`src/itc_map.svh`:
```
`ifndef ITC_MAP_SVH
`define ITC_MAP_SVH

// ----------------------------------------
// special function register addresses
// ----------------------------------------
`define ITC_CTRL_ADDR 8'ha1
`define ITC_HTH_ADDR 8'ha2
`define ITC_SEC_ADDR 8'ha3
`define ITC_MIN_ADDR 8'ha4
`define ITC_HOUR_ADDR 8'ha5
`define ITC_CMP_ADDR 8'ha6

// ----------------------------------------
// control register fields and reset
// ----------------------------------------
`define ITC_B_CNT_EN 0
`define ITC_B_INT_EN 1
`define ITC_B_FLAG 2
`define ITC_B_ONE_SHOT 3
`define ITC_B_UNIT_LO 4
`define ITC_B_UNIT_HI 5
`define ITC_B_FMT24 6
`define ITC_CTRL_RESET 7'h00

// ----------------------------------------
// counter limits and vector
// ----------------------------------------
`define ITC_HTH_MAX 7'h7f
`define ITC_SEC_MAX 6'h3b
`define ITC_MIN_MAX 6'h3b
`define ITC_HOUR24_MAX 8'h17
`define ITC_WAKE_VECTOR 16'h0053

// ----------------------------------------
// timing
// ----------------------------------------
`define ITC_TICK_NS 7812500
`define ITC_CLK_NS 5

`endif

```
`src/itc_pkg.sv`:
```
package itc_pkg;

  // interval unit select encoding
  typedef enum logic [1:0] {
    ITC_UNIT_TICK = 2'h0,
    ITC_UNIT_SEC = 2'h1,
    ITC_UNIT_MIN = 2'h2,
    ITC_UNIT_HOUR = 2'h3
  } itc_unit_e;

  // next value of a wrapping counter
  function automatic logic [7:0] itc_step(input logic [7:0] val, input logic [7:0] top);
    itc_step = (val == top) ? 8'h00 : 8'(val + 8'h01);
  endfunction

endpackage

```
`src/itc_interval_timer.sv`:
```
`timescale 1ns/1ps
`include "itc_map.svh"

// Function
// - intervals from 1/128 second to 255 hours
// - counter runs from oscillator, even in power-down
// - selected unit overflow advances interval counter
// - match with compare value sets flag, interrupt
// - match while asleep and enabled wakes core
// - control at A1H, resets to 00H
// - control fields: format, units, single, flag, enables
// - hour wraps at 23 or at 255
// - core reset keeps counting, clears hour format
module itc_interval_timer import itc_pkg::*; #(
  parameter int TICK_CYCLES = `ITC_TICK_NS / `ITC_CLK_NS
) (
  // clock and reset
  input wire logic core_clk,
  input wire logic nrst,
  // core state
  input wire logic coreReset,
  input wire logic coreSleep,
  input wire logic irqEnable,
  // special function register port
  input wire logic [7:0] sfrAddr,
  input wire logic sfrWr,
  input wire logic sfrRd,
  input wire logic [7:0] sfrWdata,
  output logic [7:0] sfrRdata,
  // interrupt and wake
  output logic irqReq,
  output logic wakeUp,
  output logic [15:0] wakeVector
);

  logic [6:0] ctrl;
  logic [6:0] hth;
  logic [5:0] sec;
  logic [5:0] min;
  logic [7:0] hour;
  logic [7:0] cmpVal;
  logic [7:0] icnt;
  logic [7:0] next_icnt;
  logic tick;
  logic secWrap;
  logic minWrap;
  logic hourWrap;
  logic unitEvent;
  logic match;
  logic cntEn;
  logic intEn;
  logic matchFlag;
  logic oneShot;
  logic fmt24;
  itc_unit_e unitSel;

  assign cntEn = ctrl[`ITC_B_CNT_EN];
  assign intEn = ctrl[`ITC_B_INT_EN];
  assign matchFlag = ctrl[`ITC_B_FLAG];
  assign oneShot = ctrl[`ITC_B_ONE_SHOT];
  assign fmt24 = ctrl[`ITC_B_FMT24];
  assign unitSel = itc_unit_e'(ctrl[`ITC_B_UNIT_HI:`ITC_B_UNIT_LO]);

  // ----------------------------------------
  // time base
  // ----------------------------------------
  // ticks keep coming while the core sleeps; only the clock enable stops them
  itc_tick_div #(.CYCLES(TICK_CYCLES)) u_div (
    .core_clk(core_clk),
    .nrst(nrst),
    .run(cntEn),
    .tick(tick)
  );

  assign secWrap = tick && hth == `ITC_HTH_MAX;
  assign minWrap = secWrap && sec == `ITC_SEC_MAX;
  assign hourWrap = minWrap && min == `ITC_MIN_MAX;

  // ----------------------------------------
  // time counters
  // ----------------------------------------
  // a software load beats the count in the same cycle
  always_ff @(posedge core_clk or negedge nrst) begin
    if (!nrst) begin
      hth <= 7'h00;
      sec <= 6'h00;
      min <= 6'h00;
    end else begin
      if (sfrWr && sfrAddr == `ITC_HTH_ADDR) begin
        hth <= sfrWdata[6:0];
      end else if (tick) begin
        hth <= hth + 7'h01;
      end
      if (sfrWr && sfrAddr == `ITC_SEC_ADDR) begin
        sec <= sfrWdata[5:0];
      end else if (secWrap) begin
        sec <= 6'(itc_step({2'b00, sec}, {2'b00, `ITC_SEC_MAX}));
      end
      if (sfrWr && sfrAddr == `ITC_MIN_ADDR) begin
        min <= sfrWdata[5:0];
      end else if (minWrap) begin
        min <= 6'(itc_step({2'b00, min}, {2'b00, `ITC_MIN_MAX}));
      end
    end
  end

  always_ff @(posedge core_clk or negedge nrst) begin
    if (!nrst) begin
      hour <= 8'h00;
    end else if (sfrWr && sfrAddr == `ITC_HOUR_ADDR) begin
      hour <= sfrWdata;
    end else if (hourWrap) begin
      // out-of-range preload in 24 h form also folds back to zero
      hour <= (fmt24 && hour >= `ITC_HOUR24_MAX) ? 8'h00 : 8'(hour + 8'h01);
    end
  end

  // ----------------------------------------
  // interval counter
  // ----------------------------------------
  always_comb begin
    case (unitSel)
      ITC_UNIT_TICK: unitEvent = tick;
      ITC_UNIT_SEC: unitEvent = secWrap;
      ITC_UNIT_MIN: unitEvent = minWrap;
      ITC_UNIT_HOUR: unitEvent = hourWrap;
      default: unitEvent = 1'b0;
    endcase
  end

  // 8-bit compare in hour units gives the 255 h ceiling
  assign next_icnt = 8'(icnt + 8'h01);
  assign match = intEn && unitEvent && next_icnt == cmpVal;

  always_ff @(posedge core_clk or negedge nrst) begin
    if (!nrst) begin
      icnt <= 8'h00;
    end else if (!intEn || match) begin
      icnt <= 8'h00;
    end else if (unitEvent) begin
      icnt <= next_icnt;
    end
  end

  always_ff @(posedge core_clk or negedge nrst) begin
    if (!nrst) begin
      cmpVal <= 8'h00;
    end else if (sfrWr && sfrAddr == `ITC_CMP_ADDR) begin
      cmpVal <= sfrWdata;
    end
  end

  // ----------------------------------------
  // control register
  // ----------------------------------------
  always_ff @(posedge core_clk or negedge nrst) begin
    if (!nrst) begin
      ctrl <= `ITC_CTRL_RESET;
    end else begin
      if (sfrWr && sfrAddr == `ITC_CTRL_ADDR) begin
        ctrl <= sfrWdata[6:0];
      end
      if (coreReset) begin
        ctrl[`ITC_B_FMT24] <= 1'b0;
      end
      if (match && oneShot) begin
        ctrl[`ITC_B_INT_EN] <= 1'b0;
      end
      // set wins over a software clear in the same cycle
      if (match) begin
        ctrl[`ITC_B_FLAG] <= 1'b1;
      end
    end
  end

  // ----------------------------------------
  // read port and interrupt outputs
  // ----------------------------------------
  always_ff @(posedge core_clk or negedge nrst) begin
    if (!nrst) begin
      sfrRdata <= 8'h00;
    end else if (sfrRd) begin
      case (sfrAddr)
        `ITC_CTRL_ADDR: sfrRdata <= {1'b0, ctrl};
        `ITC_HTH_ADDR: sfrRdata <= {1'b0, hth};
        `ITC_SEC_ADDR: sfrRdata <= {2'b00, sec};
        `ITC_MIN_ADDR: sfrRdata <= {2'b00, min};
        `ITC_HOUR_ADDR: sfrRdata <= hour;
        `ITC_CMP_ADDR: sfrRdata <= cmpVal;
        default: sfrRdata <= 8'h00;
      endcase
    end
  end

  always_ff @(posedge core_clk or negedge nrst) begin
    if (!nrst) begin
      irqReq <= 1'b0;
      wakeUp <= 1'b0;
      wakeVector <= 16'h0000;
    end else begin
      irqReq <= matchFlag && irqEnable;
      wakeUp <= matchFlag && irqEnable && coreSleep;
      wakeVector <= (matchFlag && irqEnable) ? `ITC_WAKE_VECTOR : 16'h0000;
    end
  end

  // ----------------------------------------
  // checks
  // ----------------------------------------
  sleep_count_a: assert property (@(posedge core_clk) disable iff (!nrst)
    tick && coreSleep && !sfrWr |=> hth == 7'($past(hth) + 7'h01))
    else $error("time base stalled in sleep");

  unit_advance_a: assert property (@(posedge core_clk) disable iff (!nrst)
    unitEvent && intEn && !match |=> icnt == 8'($past(icnt) + 8'h01))
    else $error("interval counter did not advance");

  match_flag_a: assert property (@(posedge core_clk) disable iff (!nrst)
    match |=> matchFlag ##1 irqReq == $past(irqEnable))
    else $error("match flag or request missing");

  wake_vector_a: assert property (@(posedge core_clk) disable iff (!nrst)
    matchFlag && irqEnable && coreSleep |=> wakeUp && wakeVector == `ITC_WAKE_VECTOR)
    else $error("no wake on match");

  ctrl_read_a: assert property (@(posedge core_clk) disable iff (!nrst)
    sfrRd && sfrAddr == `ITC_CTRL_ADDR |=> sfrRdata[7] == 1'b0 && sfrRdata[6:0] == $past(ctrl))
    else $error("control read wrong");

  unit_decode_a: assert property (@(posedge core_clk) disable iff (!nrst)
    unitSel == ITC_UNIT_HOUR |-> unitEvent == hourWrap)
    else $error("unit select decode wrong");

  hour_wrap_a: assert property (@(posedge core_clk) disable iff (!nrst)
    hourWrap && !sfrWr && hour == 8'h17 |=> hour == ($past(fmt24) ? 8'h00 : 8'h18))
    else $error("hour wrap wrong");

  core_reset_a: assert property (@(posedge core_clk) disable iff (!nrst)
    coreReset && !sfrWr |=> !fmt24 && cntEn == $past(cntEn))
    else $error("core reset handling wrong");

  restart_zero_a: assert property (@(posedge core_clk) disable iff (!nrst)
    match |=> icnt == 8'h00)
    else $error("interval counter not restarted");

  match_cov: cover property (@(posedge core_clk) disable iff (!nrst) match);
  wake_cov: cover property (@(posedge core_clk) disable iff (!nrst) wakeUp);
  hour24_cov: cover property (@(posedge core_clk) disable iff (!nrst)
    hourWrap && fmt24 && hour == 8'h17);
  single_cov: cover property (@(posedge core_clk) disable iff (!nrst) match && oneShot);

endmodule // itc_interval_timer

```
`src/itc_tick_div.sv`:
```
`timescale 1ns/1ps
module itc_tick_div import itc_pkg::*; #(
  parameter int CYCLES = 1562500
) (
  // clock and reset
  input wire logic core_clk,
  input wire logic nrst,
  // control
  input wire logic run,
  // 1/128 s pulse
  output logic tick
);

  localparam int W = $clog2(CYCLES);
  logic [W-1:0] cnt;
  logic [31:0] gap;

  // ----------------------------------------
  // divider
  // ----------------------------------------
  // held at zero while stopped, so the first tick is a full period after start
  always_ff @(posedge core_clk or negedge nrst) begin
    if (!nrst) begin
      cnt <= '0;
    end else if (!run || cnt == W'(CYCLES - 1)) begin
      cnt <= '0;
    end else begin
      cnt <= cnt + 1'b1;
    end
  end

  assign tick = run && (cnt == W'(CYCLES - 1));

  // ----------------------------------------
  // checks
  // ----------------------------------------
  always_ff @(posedge core_clk or negedge nrst) begin
    if (!nrst) begin
      gap <= 32'h0;
    end else if (!run || tick) begin
      gap <= 32'h0;
    end else begin
      gap <= gap + 32'h1;
    end
  end

  tick_period_a: assert property (@(posedge core_clk) disable iff (!nrst)
    tick |-> gap == 32'(CYCLES - 1)) else $error("tick period wrong");

endmodule // itc_tick_div

```
`config.mk`:
```
export PLATFORM = sky130hd
export DESIGN_NAME = itc_interval_timer
export DESIGN_NICKNAME = d
export VERILOG_FILES = /design/src/itc_pkg.sv /design/src/itc_interval_timer.sv /design/src/itc_tick_div.sv
export VERILOG_INCLUDE_DIRS = /design/src
export SDC_FILE = /design/constraint.sdc
export NUM_CORES = 1
export LEC_CHECK = 0
export BUFFER_PORTS_ARGS = -buffer_cell sky130_fd_sc_hd__buf_2
export CAP_MARGIN = 20
export CELL_PAD_IN_SITES_DETAIL_PLACEMENT = 0
export CELL_PAD_IN_SITES_GLOBAL_PLACEMENT = 2
export CORE_ASPECT_RATIO = 1.75
export CORE_UTILIZATION = 37
export DETAILED_ROUTE_END_ITERATION = 8
export HOLD_SLACK_MARGIN = 0.06
export MAX_ROUTING_LAYER = met4
export PLACE_DENSITY = 0.76
export SYNTH_ARGS = -nofsm -noshare
export SYNTH_HDL_FRONTEND = slang
export SYNTH_SLANG_ARGS = --single-unit
export TNS_END_PERCENT = 30
```
`constraint.sdc`:
```
create_clock -name core_clk -period 3.1 [get_ports core_clk]
set_input_delay 0 -clock core_clk [delete_from_list [all_inputs] [get_ports core_clk]]
set_output_delay 0 -clock core_clk [all_outputs]
set_load 0.005 [all_outputs]
```
* Word level (Yosys, flattened, before mapping)
Cells that the tools add are included.
** Cells by class
- Order comparisons :: 1
- Multiply operators :: 0
- Shifts and indexed selects :: 0
- Equality and inequality tests :: 14
- Divide/modulo/power cells :: 0
- Reduce and logical (&&, ||, !) cells :: 29
- Add/subtract/negate cells :: 6
- Mux-type cells :: 21
- Bitwise operators :: 0
** Operators by type and width (number)
- 8-bit equality test, second input constant :: 6
- 8-bit one-hot mux with 6 select lines :: 1
- 8-bit 2-to-1 mux :: 5
- 6-bit 2-to-1 mux :: 6
- 7-bit 2-to-1 mux :: 4
- 21-bit by 1-bit adder with 21-bit output, second input constant :: 1
- 21-bit equality test, second input constant :: 1
- 21-bit 2-to-1 mux :: 1
- 8-bit by 1-bit adder with 8-bit output, second input constant :: 2
- 1-bit logical AND :: 16
- 2-bit nonzero test :: 8
- 6-bit by 1-bit adder with 6-bit output, second input constant :: 2
- 6-bit equality test, second input constant :: 2
- 8-bit equality test :: 1
- 8-bit by 5-bit >= comparator with 1-bit output, second input constant :: 1
- 7-bit by 1-bit adder with 7-bit output, second input constant :: 1
- 7-bit equality test, second input constant :: 1
- 2-bit equality test, second input constant :: 2
- 1-bit one-hot mux with 4 select lines :: 1
- 1-bit 2-to-1 mux :: 3
- 2-bit by 1-bit equality test with 1-bit output, second input constant :: 1
- 1-bit logical NOT :: 2
- 2-bit logical NOT :: 1
- 1-bit logical OR :: 2
** Word-level totals
- Memory bits (read-only) :: 0
- Memories :: 0
- Latch bits :: 0
- Bits in registers :: 88
- RAM bits :: 0

* Depth between registers and ports, before layout
- Depth after elaboration :: 10
- Gate-level depth with buffers :: 9
- Mapped depth without buffers :: 7

* Cells and area by module
Synthesis repeated with hierarchy kept, for this count alone.
** Unflattened totals
- Cell total of the unflattened synthesis :: 514
- Area, all modules :: 4928.5 µm²
** Modules (own cells, without submodules)
- itc_interval_timer :: cells an instance 401, area an instance 3847.4 µm², seq. area each 1501.4 µm², times used 1
- itc_tick_div :: cells an instance 113, area an instance 1081.0 µm², seq. area each 525.5 µm², times used 1

* Least setup slack after synthesis
OpenSTA, ideal clock, no wires.
- Kind :: reg-to-reg
- From :: register icnt[0]
- To :: register icnt[6]
- Buffers on the path :: 1
- Period minus slack after synthesis :: 2.264 ns
- Cell stages (with the launch flop) :: 9
- Data arrival time :: 2.137 ns
- Setup slack :: 0.836 ns
- Data required time :: 2.973 ns
- Cells stage by stage :: dfrtp_1 ha_1 nand3_2 or3_1 a2111oi_2 nand4_2 buf_2 a22oi_1 a21oi_1
** Between the ends
- Longest elaborated chain between the ends :: 5
- Elaborated cells between the ends (all ways) :: 7
- Classes of those cells :: 1 x add/sub; 1 x eq/ne; 2 x mux; 3 x reduce/logical
** RTL lines
- start: declaration :: line itc_interval_timer.sv:42 : logic [7:0] icnt;
- start signal: assignment :: line itc_interval_timer.sv:141 : icnt <= next_icnt;
- 8-bit by 1-bit adder with 8-bit output * :: line itc_interval_timer.sv:132 : assign next_icnt = 8'(icnt + 8'h01);
- 8-bit equality test :: line itc_interval_timer.sv:133 : assign match = intEn && unitEvent && next_icnt == cmpVal;
- 1-bit logical AND :: line itc_interval_timer.sv:133
- 1-bit logical OR :: line itc_interval_timer.sv:138 : end else if (!intEn || match) begin
- 8-bit 2-to-1 mux / 2-bit nonzero test (equally long branches)
Every way passes the cells marked *; elsewhere a longest branch is shown, timed or not. The select of a mux whose other input is x is not followed.
A chain may end at the register's enable or synchronous reset.

* Worst setup path after layout
- From :: register icnt[0]
- To :: register ctrl[1]
** Between the ends
- Longest elaborated chain between the ends :: 5
- Elaborated cells between the ends (all ways) :: 6
- Classes of those cells :: 1 x add/sub; 1 x eq/ne; 1 x mux; 3 x reduce/logical
** RTL lines
- 8-bit by 1-bit adder with 8-bit output * :: line itc_interval_timer.sv:132
- 8-bit equality test * :: line itc_interval_timer.sv:133
- 1-bit logical AND * :: line itc_interval_timer.sv:133
- 1-bit logical AND * :: line itc_interval_timer.sv:166 : if (match && oneShot) begin
- 1-bit 2-to-1 mux / 2-bit nonzero test (equally long branches)
- end signal: assignment :: line itc_interval_timer.sv:158 : ctrl <= `ITC_CTRL_RESET;
- end signal: assignment :: line itc_interval_timer.sv:161 : ctrl <= sfrWdata[6:0];
- end: declaration :: line itc_interval_timer.sv:36 : logic [6:0] ctrl;
Every way passes the cells marked *; elsewhere a longest branch is shown, timed or not.

==> impl_results.rst <==
.. list-table::
   :header-rows: 1

   * - Metric
     - Value
   * - Complex-gate fraction of the synthesized area
     - 14.77%
   * - Clock Latency Late Sink
     - 340 ps
   * - CP Launch Type
     - flop
   * - Number of core rows
     - 54
   * - Area added between synthesis and finish
     - 16.37%
   * - Number of instances resized during post-cts repair
     - 0
   * - Mapped Area
     - 0.004702 mm²
   * - Fin crit period
     - 2677 ps
   * - Post-route fraction of the period consumed by the critical path
     - 86.37%
   * - Yosys top cell by area
     - dfrtp_1
   * - Remaining antenna violation count after routing
     - 0
   * - Synthesized-area fraction occupied by xor and xnor cells
     - 6.519%
   * - Combined area of the multi-input logic cells
     - 0.002467 mm²
   * - Synth Warn #
     - 0
   * - Slowest CP cell
     - nand4_2
   * - Area share of the largest cell type after synthesis
     - 43.11%
   * - Setup-failing EPs final
     - 0
   * - Clock-pin slew reported for the worst setup and hold paths after clock tree synthesis
     - 60 ps
   * - Maximum buffer depth of the clock tree
     - 2
   * - Via density per instance
     - 5.434
   * - DRT Wirelength
     - 13.59 mm
   * - Chain of cells forming the critical path
     - ha_1 -> nand3_2 -> or3_1 -> a2111oi_2 -> nand4_2 -> nor3_1 -> a21oi_1
   * - Critical path peak fanout
     - 15
   * - Sequential area share after synthesis
     - 43.11%
   * - Number of global-route vias before repair
     - 3924
   * - Simple-gate portion of the synthesized area
     - 25.12%
   * - Number of clock sinks
     - 81
   * - Most frequent cells in the layout
     - dfrtp_1 (81), nor2_1 (68), nand2_1 (46), buf_2 (35), nand3_1 (28)
   * - Number of antenna violations at the first check in global routing
     - 0
   * - Status
     - completed
   * - Number of pins with negative max-slew slack in the final report
     - 0
   * - Worst vdd ir
     - 289.6 µV
   * - Diode insertion count for antenna repair
     - 0
   * - TritonCTS clock tree
     - done
   * - Core Box Area
     - 0.01243 mm²
   * - Routed wire per std cell
     - 18.55 µm
   * - TritonCTS Buffers
     - 9
   * - Worst path setup slack after routing
     - 422.6 ps
   * - Critical Path RT
     - 3310 ps
   * - Slew at the pin closest to its max-slew limit
     - 709.9 ps
   * - Nets
     - 589
   * - Predominant post-synthesis flop cell
     - dfrtp_1
   * - Number of hold violations in the final report
     - 0
   * - Total Neg Setup Slack
     - 0 ps
   * - Synth area leaders
     - dfrtp_1 (43%), nor2_1 (5.4%), xnor2_1 (3.7%)
   * - Total die area
     - 0.01318 mm²
   * - Mux share of post-synthesis cell area
     - 3.513%
   * - Pin count of the biggest net entering global routing
     - 38
   * - Storage cell area
     - 0.002027 mm²
   * - Most common cell after layout, fill and taps aside
     - dfrtp_1
   * - Maximum clock frequency
     - 373.5 MHz
   * - Number of distinct standard cells referenced by the synthesized netlist
     - 63
   * - Leakage power summed over all cells
     - 0.002294 µW
   * - Endpoint type of the worst setup path
     - flop
   * - Effective utilization at floorplan
     - 37.82%
   * - Post-synthesis async set-or-reset flop share
     - 100.0%
   * - Overflow left after global routing
     - 0
   * - Vertical die dimension
     - 151.1 µm
   * - Htree depth
     - 3
   * - Final weighted congestion in routability-driven placement
     - 0.8361
   * - Number of register bits inferred by synthesis
     - 81
   * - Number of synthesized flops with an enable pin
     - 0
   * - Number of top-level design ports
     - 49
   * - Post-Synth Adder-Cell Area
     - 1.597%
   * - Pwr dens
     - 459.6 mW/mm²
   * - Path class of the lowest-slack min-delay path
     - input port to flop
   * - Filler Cell Count
     - 1278
   * - Slowest Stage Delay on Critical Path
     - 430 ps
   * - Final HPWL DP
     - 10.16 mm
   * - Layout cell share with drive strength beyond 1
     - 15.22%
   * - Worst slew margin relative to its limit
     - 52.56%
   * - Detailed-router iteration count before antenna repair
     - 4
   * - Tot GR Track Use
     - 23.07%
   * - Horizontal die dimension
     - 87.22 µm
   * - Post-placement setup slack
     - 460.9 ps
   * - Buffers and inverters on the worst path
     - 0
   * - Critical path class
     - flop to flop
   * - Mean instance size in the synthesized netlist
     - 9.256 µm²
   * - Count of vias placed by the detailed router
     - 3983
   * - Worst setup skew after layout
     - 6.295 ps
   * - Synthesized instance count
     - 508
   * - WP data arrival
     - 2890 ps
   * - Buffer type at the clock tree root
     - clkbuf_16
   * - DR DRC count
     - 0
   * - Wire length of the first global-routing pass
     - 21.67 mm
   * - IO Port Bufs
     - 36
   * - Unrepaired setup endpoints after global routing
     - false
   * - Starting DRC count in detailed routing
     - 209
   * - Dominant delay contributor by cell family on the critical path
     - simple AND/OR/NAND/NOR gates
   * - Dominant combinational cell family by area after synthesis
     - simple AND/OR/NAND/NOR gates
   * - Max-capacitance violation count
     - 0
-- layout make-up --
| type | count | area share [%] |
|---|---|---|
| multi-input cells | 394 | 45.09 |
| clock buffers | 10 | 4.185 |
| inverters | 12 | 0.8232 |
| flip-flops and latches | 81 | 37.05 |
| clock inverters | 6 | 1.509 |
| well taps | 168 | 3.842 |
| repair buffers | 62 | 7.501 |
-- state kept, by name (all words and copies together) (netlist names), 6 cells and up --
register and cells:
u_div.cnt 21, cmpVal 8, sec 6, hour 8, hth 7, ctrl 7
icnt 8, min 6, sfrRdata 8
-- layer usage --
metal  part of all wire [%]  track usage, %
met1                     39           24.97
met4                    3.9           10.74
met3                    3.0           2.943
met5                      0               -
met2                     54           41.38
-- per-stage QoR --
stage	power [µW]	hold slack [ps]	cells	instance area (µm²)	utilization [%]
floorplan	1290	-295.6	519	4743	-
global placement	1387	15.94	704	5030	40.46
detailed placement	1392	9.020	704	5030	40.46
CTS	2546	66.43	733	5472	44.01
global route	2633	96.28	733	5472	44.01
finish	2515	60.44	733	5472	44.01
-- Yosys cell counts (3+ instances only) --
cell type and instances:
dfrtp_1 81, nor3_2 4, mux2_2 8, and3_1 11, nand2_1 46, nand2b_1 4, mux2i_1 3, nor2_1 68
clkbuf_1 7, o21ai_0 11, nor3_1 11, buf_4 16, buf_2 7, a22oi_1 21, a31oi_1 17, nand3_1 28
o211ai_1 7, o21a_1 3, ha_1 6, nand4_1 6, a41oi_1 6, and2_1 5, inv_1 11, a21oi_1 16
nand3b_1 5, xor2_1 15, nor4_1 4, mux2_1 4, o21ai_1 6, xnor2_1 20, or3_1 5, nand4b_1 7
-- report_power, final --
group / internal (µW) / leakage, µW / total (µW) / switching [µW]
registers: 1090 / 0.000988 / 1140 / 49.3
clock network: 702 / 0.000152 / 1130 / 431
logic: 96.8 / 0.00115 / 239 / 142
-- path summary, 6_finish.rpt --
check | endpoint | cells after the start | from | slack [ps]
worst min register to register | u_div.cnt[0]$_DFF_PN0_ | 1 | u_div.cnt[0]$_DFF_PN0_ | 500
worst max-delay path | ctrl[1]$_DFFE_PN0P_ | 7 | icnt[0]$_DFFE_PN0P_ | 420
min in group asynchronous | icnt[2]$_DFFE_PN0P_ | 2 | nrst | 180
worst max register to register | ctrl[1]$_DFFE_PN0P_ | 7 | icnt[0]$_DFFE_PN0P_ | 420
worst min-delay path | sfrRdata[6]$_DFFE_PN0P_ | 2 | sfrRd | 60
max in group asynchronous | ctrl[5]$_DFFE_PN0P_ | 3 | nrst | 2180
-- worst register-to-register path, stage by stage (launching register included) --
cell	delay (ps)
dfrtp_1	420
ha_1	320
nand3_2	160
or3_1	400
a2111oi_2	400
nand4_2	430
nor3_1	330
a21oi_1	110
-- logic make-up after synthesis --
logic type | Yosys count
flops | 81
other cells | 1
mux | 15
fa+ha+maj | 6
buf+inv | 44
xor+xnor | 35
compound gates | 102
simple gates | 224
-- repair_timing --
action | 4_1_cts | 5_1_grt
buffers inserted | 0 | 0
setup endpoints to repair | 0 | 0
hold endpoints to repair | 64 | 0
hold buffers | 13 | 0
No activity file was read; power rests on OpenSTA's default activity.
